==> config.mk <==
export PLATFORM = sky130hd
export DESIGN_NAME = fidq_host
export DESIGN_NICKNAME = d
export VERILOG_FILES = /design/src/fidq_pkg.sv /design/src/fidq_host.sv
export VERILOG_INCLUDE_DIRS = /design/src
export SDC_FILE = /design/constraint.sdc
export NUM_CORES = 1
export LEC_CHECK = 0
export ABC_AREA = 1
export BUFFER_PORTS_ARGS = -buffer_cell sky130_fd_sc_hd__buf_2
export CAP_MARGIN = 20
export CELL_PAD_IN_SITES_DETAIL_PLACEMENT = 0
export CELL_PAD_IN_SITES_GLOBAL_PLACEMENT = 1
export CORE_ASPECT_RATIO = 0.6
export CORE_MARGIN = 3
export CORE_UTILIZATION = 45
export CTS_CLUSTER_DIAMETER = 120
export DETAILED_ROUTE_END_ITERATION = 10
export HOLD_SLACK_MARGIN = 0.05
export PLACE_DENSITY = 0.93
export SLEW_MARGIN = 10
export SYNTH_ARGS = -nofsm -noshare
export SYNTH_HDL_FRONTEND = slang
export SYNTH_SLANG_ARGS = --single-unit
==> constraint.sdc <==
create_clock -name clk -period 3.52 [get_ports clk]
set_clock_uncertainty 0.05 [all_clocks]
set_input_delay 0.176 -clock clk [delete_from_list [all_inputs] [get_ports clk]]
set_output_delay 0.176 -clock clk [all_outputs]
set_load 0.01 [all_outputs]
==> src/fidq_consts.svh <==
`ifndef FIDQ_CONSTS_SVH
`define FIDQ_CONSTS_SVH

// ****************************************
// timing
// ****************************************
`define FIDQ_CLK_PS 8000
`define FIDQ_T_ACC_NS 110
`define FIDQ_ACC_CYC ((`FIDQ_T_ACC_NS * 1000 + `FIDQ_CLK_PS - 1) / `FIDQ_CLK_PS)

// ****************************************
// software register byte offsets
// ****************************************
`define FIDQ_REG_CTRL 8'h00
`define FIDQ_REG_SECTOR 8'h04
`define FIDQ_REG_STATUS 8'h08
`define FIDQ_REG_WORD0 8'h0c
`define FIDQ_WORD_COUNT 6

// ****************************************
// status bit positions
// ****************************************
`define FIDQ_ST_BUSY 0
`define FIDQ_ST_DONE 1
`define FIDQ_ST_PROT 2
`define FIDQ_ST_FACTORY 3
`define FIDQ_ST_CUSTOMER 4
`define FIDQ_ST_GUARD 5
`define FIDQ_ST_IND_OK 6

// ****************************************
// flash address map and commands
// ****************************************
`define FIDQ_SEC_W 11
`define FIDQ_ADDR_W 27
`define FIDQ_DIE_BIT 26
`define FIDQ_UNLOCK1_ADDR 26'h0000555
`define FIDQ_UNLOCK2_ADDR 26'h00002aa
`define FIDQ_UNLOCK1_DATA 16'h00aa
`define FIDQ_UNLOCK2_DATA 16'h0055
`define FIDQ_ENTRY_OFS 16'h0555
`define FIDQ_ENTRY_DATA 16'h0090
`define FIDQ_EXIT_DATA 16'h00f0
`define FIDQ_PROT_OFS 4'h2
`define FIDQ_FIRST_READ 4'h3
`define FIDQ_LAST_STEP 4'h9

// ****************************************
// indicator word layout
// ****************************************
`define FIDQ_IND_FACTORY 7
`define FIDQ_IND_CUSTOMER 6
`define FIDQ_IND_GUARD 4
`define FIDQ_IND_RSVD_MASK 16'hff2f

`endif

==> src/fidq_pkg.sv <==
package fidq_pkg;

    typedef enum logic [1:0] {
        FIDQ_IDLE,
        FIDQ_SETUP,
        FIDQ_PULSE,
        FIDQ_GAP
    } fidq_state_type;

    typedef struct packed {
        logic is_write;
        logic [26:0] addr;
        logic [15:0] data;
    } fidq_step_type;

endpackage
==> src/fidq_host.sv <==
`include "fidq_consts.svh"

// Overview of operation
// - each sector query enters the overlay with its address and exits afterwards.
// - chip enable goes high before each read and low again to start it.
// - no page-mode reads; every read is its own chip enable cycle.
// - protection offset is read only inside the selected sector; others discarded.
// - die select address bit follows the sector address in all command cycles.
module fidq_host
    import fidq_pkg::*;
(
    input wire logic clk,
    input wire logic rst_n,
    input wire logic [7:0] reg_addr,
    input wire logic [31:0] reg_wdata,
    input wire logic reg_wr,
    input wire logic reg_rd,
    output logic [31:0] reg_rdata,
    output logic [26:0] flash_addr,
    input wire logic [15:0] flash_dq_in,
    output logic [15:0] flash_dq_out,
    output logic flash_dq_oe,
    output logic flash_ce_n,
    output logic flash_oe_n,
    output logic flash_we_n,
    output logic flash_reset_n
);

    localparam int ACC = `FIDQ_ACC_CYC;

    fidq_state_type state;
    fidq_state_type next_state;
    logic [3:0] step;
    logic [4:0] cnt;
    logic busy;
    logic done;
    logic [`FIDQ_SEC_W-1:0] sector;
    logic [15:0] id_word [`FIDQ_WORD_COUNT];

    // ****************************************
    // step table
    // ****************************************
    function automatic fidq_step_type step_info(input logic [3:0] idx,
                                                input logic [`FIDQ_SEC_W-1:0] sec);
        fidq_step_type s;
        logic [26:0] base;
        s = '0;
        base = {sec, 16'h0000};
        // die bit rides on every command cycle, unlock included
        case (idx)
            4'h0: s = '{1'b1, {sec[`FIDQ_SEC_W-1], `FIDQ_UNLOCK1_ADDR}, `FIDQ_UNLOCK1_DATA};
            4'h1: s = '{1'b1, {sec[`FIDQ_SEC_W-1], `FIDQ_UNLOCK2_ADDR}, `FIDQ_UNLOCK2_DATA};
            4'h2: s = '{1'b1, base | {11'h000, `FIDQ_ENTRY_OFS}, `FIDQ_ENTRY_DATA};
            4'h3: s = '{1'b0, base | 27'h0000000, 16'h0000};
            4'h4: s = '{1'b0, base | 27'h0000001, 16'h0000};
            4'h5: s = '{1'b0, base | {23'h000000, `FIDQ_PROT_OFS}, 16'h0000};
            4'h6: s = '{1'b0, base | 27'h0000003, 16'h0000};
            4'h7: s = '{1'b0, base | 27'h000000e, 16'h0000};
            4'h8: s = '{1'b0, base | 27'h000000f, 16'h0000};
            4'h9: s = '{1'b1, base, `FIDQ_EXIT_DATA};
            default: s = '0;
        endcase
        return s;
    endfunction

    // ****************************************
    // software port decode
    // ****************************************
    wire start_hit = reg_wr && reg_addr == `FIDQ_REG_CTRL && reg_wdata[0] && !busy;
    wire sector_hit = reg_wr && reg_addr == `FIDQ_REG_SECTOR && !busy;
    fidq_step_type cur;
    fidq_step_type next_cur;
    assign cur = step_info(step, sector);
    // entry to the next step: the step after the current one, or the first after idle
    assign next_cur = step_info(state == FIDQ_GAP ? step + 4'h1 : 4'h0, sector);
    wire pulse_end = state == FIDQ_PULSE && cnt == 5'(ACC - 1);
    wire last_step = step == `FIDQ_LAST_STEP;
    wire [15:0] ind = id_word[3];
    // reserved bits forced to one mean the indicator is plausible
    wire ind_ok = (ind & `FIDQ_IND_RSVD_MASK) == `FIDQ_IND_RSVD_MASK;
    wire [31:0] status = {25'h0000000, ind_ok,
        ind[`FIDQ_IND_GUARD],
        ind[`FIDQ_IND_CUSTOMER],
        ind[`FIDQ_IND_FACTORY],
        id_word[2][0],
        done, busy};
    wire [7:0] word_ofs = reg_addr - `FIDQ_REG_WORD0;
    wire word_sel = reg_addr >= `FIDQ_REG_WORD0 && word_ofs[7:2] < 6'(`FIDQ_WORD_COUNT)
        && word_ofs[1:0] == 2'b00;
    wire [31:0] rd_mux = reg_addr == `FIDQ_REG_SECTOR ? {21'h000000, sector} :
        reg_addr == `FIDQ_REG_STATUS ? status :
        word_sel ? {16'h0000, id_word[word_ofs[4:2]]} : 32'h00000000;

    // ****************************************
    // sequencer
    // ****************************************
    always_comb
    begin
        next_state = state;
        case (state)
            FIDQ_IDLE: if (start_hit) next_state = FIDQ_SETUP;
            FIDQ_SETUP: next_state = FIDQ_PULSE;
            FIDQ_PULSE: if (pulse_end) next_state = FIDQ_GAP;
            // chip enable high between every access, so no page mode ever forms
            FIDQ_GAP: next_state = last_step ? FIDQ_IDLE : FIDQ_SETUP;
            default: next_state = FIDQ_IDLE;
        endcase
    end

    always_ff @(posedge clk or negedge rst_n)
    begin
        if (!rst_n)
        begin
            state <= FIDQ_IDLE;
            step <= 4'h0;
            cnt <= 5'h00;
            busy <= 1'b0;
            done <= 1'b0;
            sector <= '0;
            reg_rdata <= 32'h00000000;
            flash_reset_n <= 1'b0;
        end
        else
        begin
            state <= next_state;
            // full access time on every read, protection word included
            cnt <= state == FIDQ_PULSE && !pulse_end ? cnt + 5'h01 : 5'h00;
            if (state == FIDQ_IDLE)
                step <= 4'h0;
            else if (state == FIDQ_GAP)
                step <= step + 4'h1;
            // every run enters and exits, so a new sector needs a new run
            busy <= next_state != FIDQ_IDLE;
            if (start_hit)
                done <= 1'b0;
            else if (state == FIDQ_GAP && last_step)
                done <= 1'b1;
            if (sector_hit)
                sector <= reg_wdata[`FIDQ_SEC_W-1:0];
            reg_rdata <= reg_rd ? rd_mux : 32'h00000000;
            flash_reset_n <= 1'b1;
        end
    end

    // ****************************************
    // flash pins
    // ****************************************
    always_ff @(posedge clk or negedge rst_n)
    begin
        if (!rst_n)
        begin
            flash_addr <= '0;
            flash_dq_out <= 16'h0000;
            flash_dq_oe <= 1'b0;
            flash_ce_n <= 1'b1;
            flash_oe_n <= 1'b1;
            flash_we_n <= 1'b1;
        end
        else
        begin
            if (next_state == FIDQ_SETUP)
                flash_addr <= next_cur.addr;
            flash_dq_out <= cur.data;
            flash_dq_oe <= next_state == FIDQ_PULSE && cur.is_write;
            flash_ce_n <= next_state != FIDQ_PULSE;
            flash_oe_n <= !(next_state == FIDQ_PULSE && !cur.is_write);
            flash_we_n <= !(next_state == FIDQ_PULSE && cur.is_write);
        end
    end

    // ****************************************
    // captured overlay words
    // ****************************************
    generate
        for (genvar i = 0; i < `FIDQ_WORD_COUNT; i++)
        begin : g_cap
            always_ff @(posedge clk or negedge rst_n)
            begin
                if (!rst_n)
                    id_word[i] <= 16'h0000;
                else if (pulse_end && !cur.is_write && step == `FIDQ_FIRST_READ + 4'(i))
                    id_word[i] <= flash_dq_in;
            end
        end
    endgenerate

    // ****************************************
    // checks
    // ****************************************
    logic [4:0] low_cnt;
    always_ff @(posedge clk or negedge rst_n)
    begin
        if (!rst_n)
            low_cnt <= 5'h00;
        else
            low_cnt <= flash_ce_n ? 5'h00 : low_cnt + 5'h01;
    end
endmodule

Word-level counts from Yosys, hierarchy flattened
Cells that the tools add are included.
{"block": "word_totals", "ff_bits": 184, "out_inout_bits": 80}
{"block": "classes", "mux": 19, "n_eq_ne": 28, "add_sub_neg": 3, "n_reduce_logical": 32, "n_bitwise": 1, "n_lt_le_gt_ge": 3}
{"op": "$pmux 44 s10", "n": 1}
{"op": "$pmux 43 s10", "n": 1}
{"op": "$mux 16", "n": 6}
{"op": "$bmux 16 s3", "n": 1}
{"op": "$eq 4x3->1 const B", "n": 8}
{"op": "$logic_and 1x1->1", "n": 19}
{"op": "$eq 4x2->1 const B", "n": 4}
{"op": "$eq 4x4->1 const B", "n": 4}
{"op": "$eq 13x13->1 const B", "n": 1}
{"op": "$mux 4", "n": 3}
{"op": "$eq 4x1->1 const B", "n": 2}
{"op": "$eq 8x3->1 const B", "n": 1}
{"op": "$eq 8x4->1 const B", "n": 1}
{"op": "$ge 8x4->1 const B", "n": 1}
{"op": "$logic_not 4->1", "n": 2}
{"op": "$logic_not 8->1", "n": 1}
{"op": "$pmux 2 s4", "n": 1}
{"op": "$sub 8x4->8 const B", "n": 1}
{"op": "$eq 2x2->1 const B", "n": 3}
{"op": "$lt 6x3->1 const B", "n": 1}
{"op": "$reduce_bool 2->1", "n": 3}
{"op": "$add 5x1->5 const B", "n": 1}
{"op": "$eq 5x4->1 const B", "n": 1}
{"op": "$logic_not 1->1", "n": 5}
{"op": "9 further kinds", "n": 14}

Logic depth before layout (Yosys ltp)
{"block": "depth", "word_depth": 9, "mapped_depth": 13, "ltp_nobuf": 10}

Worst setup path before layout
OpenSTA, ideal clock, no wires.
{"block": "synth_timing", "kind": "input to register", "start": "input port reg_addr[2]", "end": "register reg_rdata[11]", "t_required_ps": 3346, "arrival_ps": 2007, "path_slack_ps": 1339, "cell_stages": 10, "path_cell_list": "inv_1 > clkbuf_1 > clkbuf_1 > ha_1 > clkinv_1 > clkbuf_1 > clkbuf_1 > nor2_1 > o211ai_1 > a21oi_1"}
{"block": "synth_via", "elab_chain_cells": 9}
{"item": "start: declaration", "line": "fidq_host.sv:14", "rtl": "input wire logic [7:0] reg_addr,"}
{"item": "parallel branches: the longest is 7 deep, another holds $sub 8x4->8"}
{"item": "$mux 16 *", "line": "fidq_host.sv:90", "rtl": "wire [31:0] rd_mux = reg_addr == `FIDQ_REG_SECTOR ? {21'h000000, sector} :"}
{"item": "$mux 16 *", "line": "fidq_host.sv:140", "rtl": "reg_rdata <= reg_rd ? rd_mux : 32'h00000000;"}
{"item": "end signal: assignment", "line": "fidq_host.sv:140"}
{"item": "end: declaration", "line": "fidq_host.sv:18", "rtl": "output logic [31:0] reg_rdata,"}
Mark *: on every way between the ends. The select of a mux whose other input is x is not followed.
A chain may end at the register's enable or synchronous reset.

Worst setup path after layout
{"block": "layout_timing", "start": "register step[0]", "end": "register id_word (netlist bit ind[9])"}
{"block": "layout_via", "elab_chain_cells": 5}
{"item": "start: declaration", "line": "fidq_host.sv:33", "rtl": "logic [3:0] step;"}
{"item": "start signal: assignment", "line": "fidq_host.sv:131", "rtl": "step <= step + 4'h1;"}
{"item": "$eq 4x4->1, or another cell as far along", "line": "fidq_host.sv:50", "rtl": "case (idx)"}
{"item": "$pmux 44 s10", "line": "fidq_host.sv:50"}
{"item": "$logic_not 1->1", "line": "fidq_host.sv:181", "rtl": "else if (pulse_end && !cur.is_write && step == `FIDQ_FIRST_READ + 4'(i))"}
{"item": "$logic_and 1x1->1", "line": "fidq_host.sv:181"}
{"item": "$logic_and 1x1->1 *", "line": "fidq_host.sv:181"}
{"item": "end signal: indexed assignment", "line": "fidq_host.sv:182", "rtl": "id_word[i] <= flash_dq_in;"}
{"item": "end: declaration", "line": "fidq_host.sv:38", "rtl": "logic [15:0] id_word [`FIDQ_WORD_COUNT];"}
Mark *: on every way between the ends. The rest lies on a longest branch, timed or not.

==> Implementation_results.wiki <==
{| class="wikitable"
! Metric !! Value
|-
| Ant diodes || 0
|-
| Clock tree from TritonCTS || yes
|-
| Logic depth of the worst register-to-register path || 9
|-
| Clock insertion delay at the later pin of the skew report || 0.43 ns
|-
| Setup slack after placement || 0.959 ns
|-
| Synthesized instance count || 1,015
|-
| Filler Cells Inserted || 1,657
|-
| Footprint of the flip-flops and latches || 4110 µm²
|-
| Cell occurring most often along the worst timing path || inv_1
|-
| Sort of element at the start of the critical path || register
|-
| CP Data Arrival Time || 2.79 ns
|-
| DP HPWL || 13,300 µm
|-
| Max-capacitance violation count || 0
|-
| Number of primary I/O pins || 140
|-
| Number of nets in the layout || 1,179
|-
| Critical path endpoint category || register
|-
| Seq/Total Area, Yosys || 50.3%
|-
| Tot GR Track Use || between 20% and 30%
|-
| Sink count of the clock tree || 164
|-
| Total overflow reported by the global router || 0
|-
| Area growth from synthesis to layout || 15.4%
|-
| Total power per unit cell area || 582 nW/µm²
|-
| Standard-cell row count || 37
|-
| Via count of the first global-routing pass || 6,375
|-
| Count of synthesis-stage warnings from yosys || 0
|-
| Worst max-slew margin expressed relative to the limit || between 30% and 40%
|-
| Detailed-route vias per instance || 4.99
|-
| Highest-delay cell along the critical path || nand3_2
|-
| CTS buffer count || 17
|-
| Max incr delay on CP || 0.54 ns
|-
| Worst ir drop on vdd || 0.342 mV
|-
| Mean instance size in the synthesized netlist || around 8.1 µm²
|-
| Maximum frequency from static timing analysis || 0.392 GHz
|-
| Synthesized cell area || 8170 µm²
|-
| Worst hold path stage count || 3
|-
| DIE HEIGHT || 110 µm
|-
| First drt pass iteration count || 5
|-
| Drt wl/cell || 15.1 µm
|-
| Initial antenna violation count || 0
|-
| Total length of routed wires || between 20,000 and 25,000 µm
|-
| Outcome || complete, no violations
|-
| WS Path Type || reg2reg
|-
| Class of the tightest hold or removal check || in2reg
|-
| Unrepaired setup endpoints after global routing || no
|-
| Util after Layout || 54.0%
|-
| Full die area || about 20,000 µm²
|-
| Number of max-slew violations in the final report || 0
|-
| Global-route met2 utilization || 31.8%
|-
| Leading post-synthesis cells by cell area || dfrtp_1 49%, nand2_1 13%, o21ai_1 5.1%, inv_1 5.0%, nor2_1 4.3%
|-
| Final worst setup slack || 0.968 ns
|-
| Maximum number of buffers from clock root to sink || 2
|-
| Post-CTS repair timing setup buffer count || 0
|-
| Total number of H-tree levels || 4
|-
| Transition time at the pin with the least slew margin || 0.965 ns
|-
| Global-route met1 utilization || 31.9%
|-
| Effective utilization at floorplan || between 40% and 50%
|-
| Crit path required time || 3.76 ns
|-
| Pin count of the biggest net entering global routing || 86
|-
| Area inside the core boundary || 17,500 µm²
|-
| Fin crit period || roughly 2.6 ns
|-
| IO Port Bufs || between 80 and 90
|-
| FF+latch count, synth || 164
|-
| Met3 Usage GRT || approximately 4.0%
|-
| LEAKAGE || 5.24 nW
|-
| Final routed DRC violation total || 0
|-
| Largest fanout on the critical path || 32
|-
| Detailed-route via count || between 6,000 and 7,000
|-
| Number of DRC violations after detailed-routing iteration 0 || 626
|-
| Fraction of final layout cells with drive strength greater than 1 || 14.6%
|-
| Multi-input combinational cell area || 3170 µm²
|-
| Number of library cell types mapped by synthesis || 33
|-
| Register-to-register path setup slack || 0.97 ns
|-
| First-pass GRT wire length || 33,500 µm
|-
| Final cycle utilization of the critical path || between 70% and 80%
|-
| Portion of synthesized cell area occupied by the leading cell type || 49.3%
|-
| Global route hottest layer || met1
|-
| Sum Neg Setup Slack || 0 ns
|-
| Chain of cells forming the critical path || inv_1, ha_1, inv_1, nor2_2, nor3_4, buf_4, nand3_2, nand2_1, o21ai_1
|-
| Clock tree root driver cell || clkbuf_16
|-
| Final-report hold violation count || 0
|-
| Clock-pin slew reported for the worst setup and hold paths after clock tree synthesis || 0.06 ns
|-
| Area leader, netlist || dfrtp_1
|-
| Horizontal extent of the die || between 150 and 200 µm
|-
| Final RePlAce weighted congestion || 0.827
|-
| Post-route antenna net violation count || 0
|-
| Setup Viol. Count Final || 0
|}
[cells by family (layout without fill, tap and decap cells)]
family,after synthesis,count (layout),synth area share (%)
compound gates,185,185,12.1
xor+xnor,3,3,0.322
fa+ha+maj,13,13,1.99
buf+inv,194,269,12.3
flops,164,164,50.3
other cells,2,30,0.0919
simple gates,454,454,22.9
[worst paths after layout]
| check | start | end |
|---|---|---|
| max | step[0] | ind[9] |
| min | flash_dq_in[9] | id_word[73] |
| max reg2reg | step[0] | ind[9] |
| min reg2reg | flash_addr[1] | flash_addr[1] |
| max in group asynchronous | rst_n | id_word[84] |
| min in group asynchronous | rst_n | flash_dq_out[5] |
[layer usage]
metal,vias up,wire length [µm]
met2,190,8840
met1,3205,10300
met3,19,1100
li1,3337,-
met5,-,0
met4,0,244
[synthesized netlist by cell type]
| cell type | count |
|---|---|
| xnor2_1 | 2 |
| nor3_4 | 1 |
| nand2_4 | 1 |
| buf_2 | 3 |
| nand2_2 | 1 |
| conb_1 | 2 |
| ha_1 | 13 |
| nand2_1 | 280 |
| a21oi_1 | 25 |
| nand3_2 | 6 |
| nor2_1 | 93 |
| inv_4 | 1 |
| clkbuf_1 | 20 |
| buf_6 | 17 |
| o211ai_1 | 5 |
| clkinv_1 | 2 |
| nand4_1 | 14 |
| inv_2 | 1 |
| xor2_1 | 1 |
| dfrtp_1 | 161 |
| buf_4 | 38 |
| or2_2 | 1 |
| buf_1 | 4 |
| dfstp_2 | 3 |
| nor3_1 | 1 |
| o21ai_2 | 12 |
| inv_1 | 108 |
| o21ai_0 | 55 |
| nand3_1 | 55 |
| o22ai_1 | 3 |
| o21a_1 | 1 |
| nor2_2 | 1 |
| o21ai_1 | 84 |
[cell type report]
class                   count  area share (%)
inverters                 112            4.49
clock inverters            12            2.15
well taps                 234            3.11
repair buffers            126            8.53
multi-input cells         685            33.6
flip-flops and latches    164            43.6
clock buffers              19            4.59
[cell usage in the layout, fill, tap and decap left out, types with 5 or more instances in the layout]
cell	synthesis	final
nand2_1	280	280
o21ai_0	55	55
dfrtp_1	161	161
buf_4	38	15
bufinv_16	0	5
a21oi_1	25	25
o211ai_1	5	5
nand4_1	14	14
buf_2	3	88
nand3_1	55	55
o21ai_2	12	12
clkbuf_16	0	17
inv_1	108	108
o21ai_1	84	84
nand3_2	6	6
ha_1	13	13
nor2_1	93	93
conb_1	2	30
dlygate4sd3_1	0	20
[flip-flops by register name (all words and copies together) (netlist names), 2 cells and up]
signal        cells
cnt               5
flash_addr       17
flash_dq_out      6
id_word          80
ind              16
reg_rdata        16
sector           11
state             2
step              4
[report_power, final]
| part | switching, mW | internal [mW] |
|---|---|---|
| sequential | 0.105 | 2.04 |
| clock | 0.769 | 1.26 |
| combinational | 0.916 | 0.396 |
[stage by stage]
stage	std cells	total power, mW	hold slack [ns]	instance area (µm²)
5_1_grt	1352	5.78	0.0763	9430
3_3_place_gp	1301	3.44	0.229	8590
4_1_cts	1352	5.52	0.0501	9430
6_report	1352	5.49	0.0549	9430
3_5_place_dp	1301	3.46	0.233	8590
2_1_floorplan	1043	3.09	-0.170	8280
[timing repair]
action,4_1_cts,5_1_grt
resized for setup,0,0
hold buffers,20,0
hold endpoints to repair,120,0
[worst max-delay path, delay by kind of cell (launching register included)]
kind,cells,cell delay (ns)
AND/OR/NAND/NOR,4,1.07
buffers and inverters,3,0.48
flip-flops,1,0.47
adder cells (fa/ha/maj),1,0.23
AO/OA/AOI/OAI,1,0.09
Note: power is estimated with default switching activity, not from simulation.
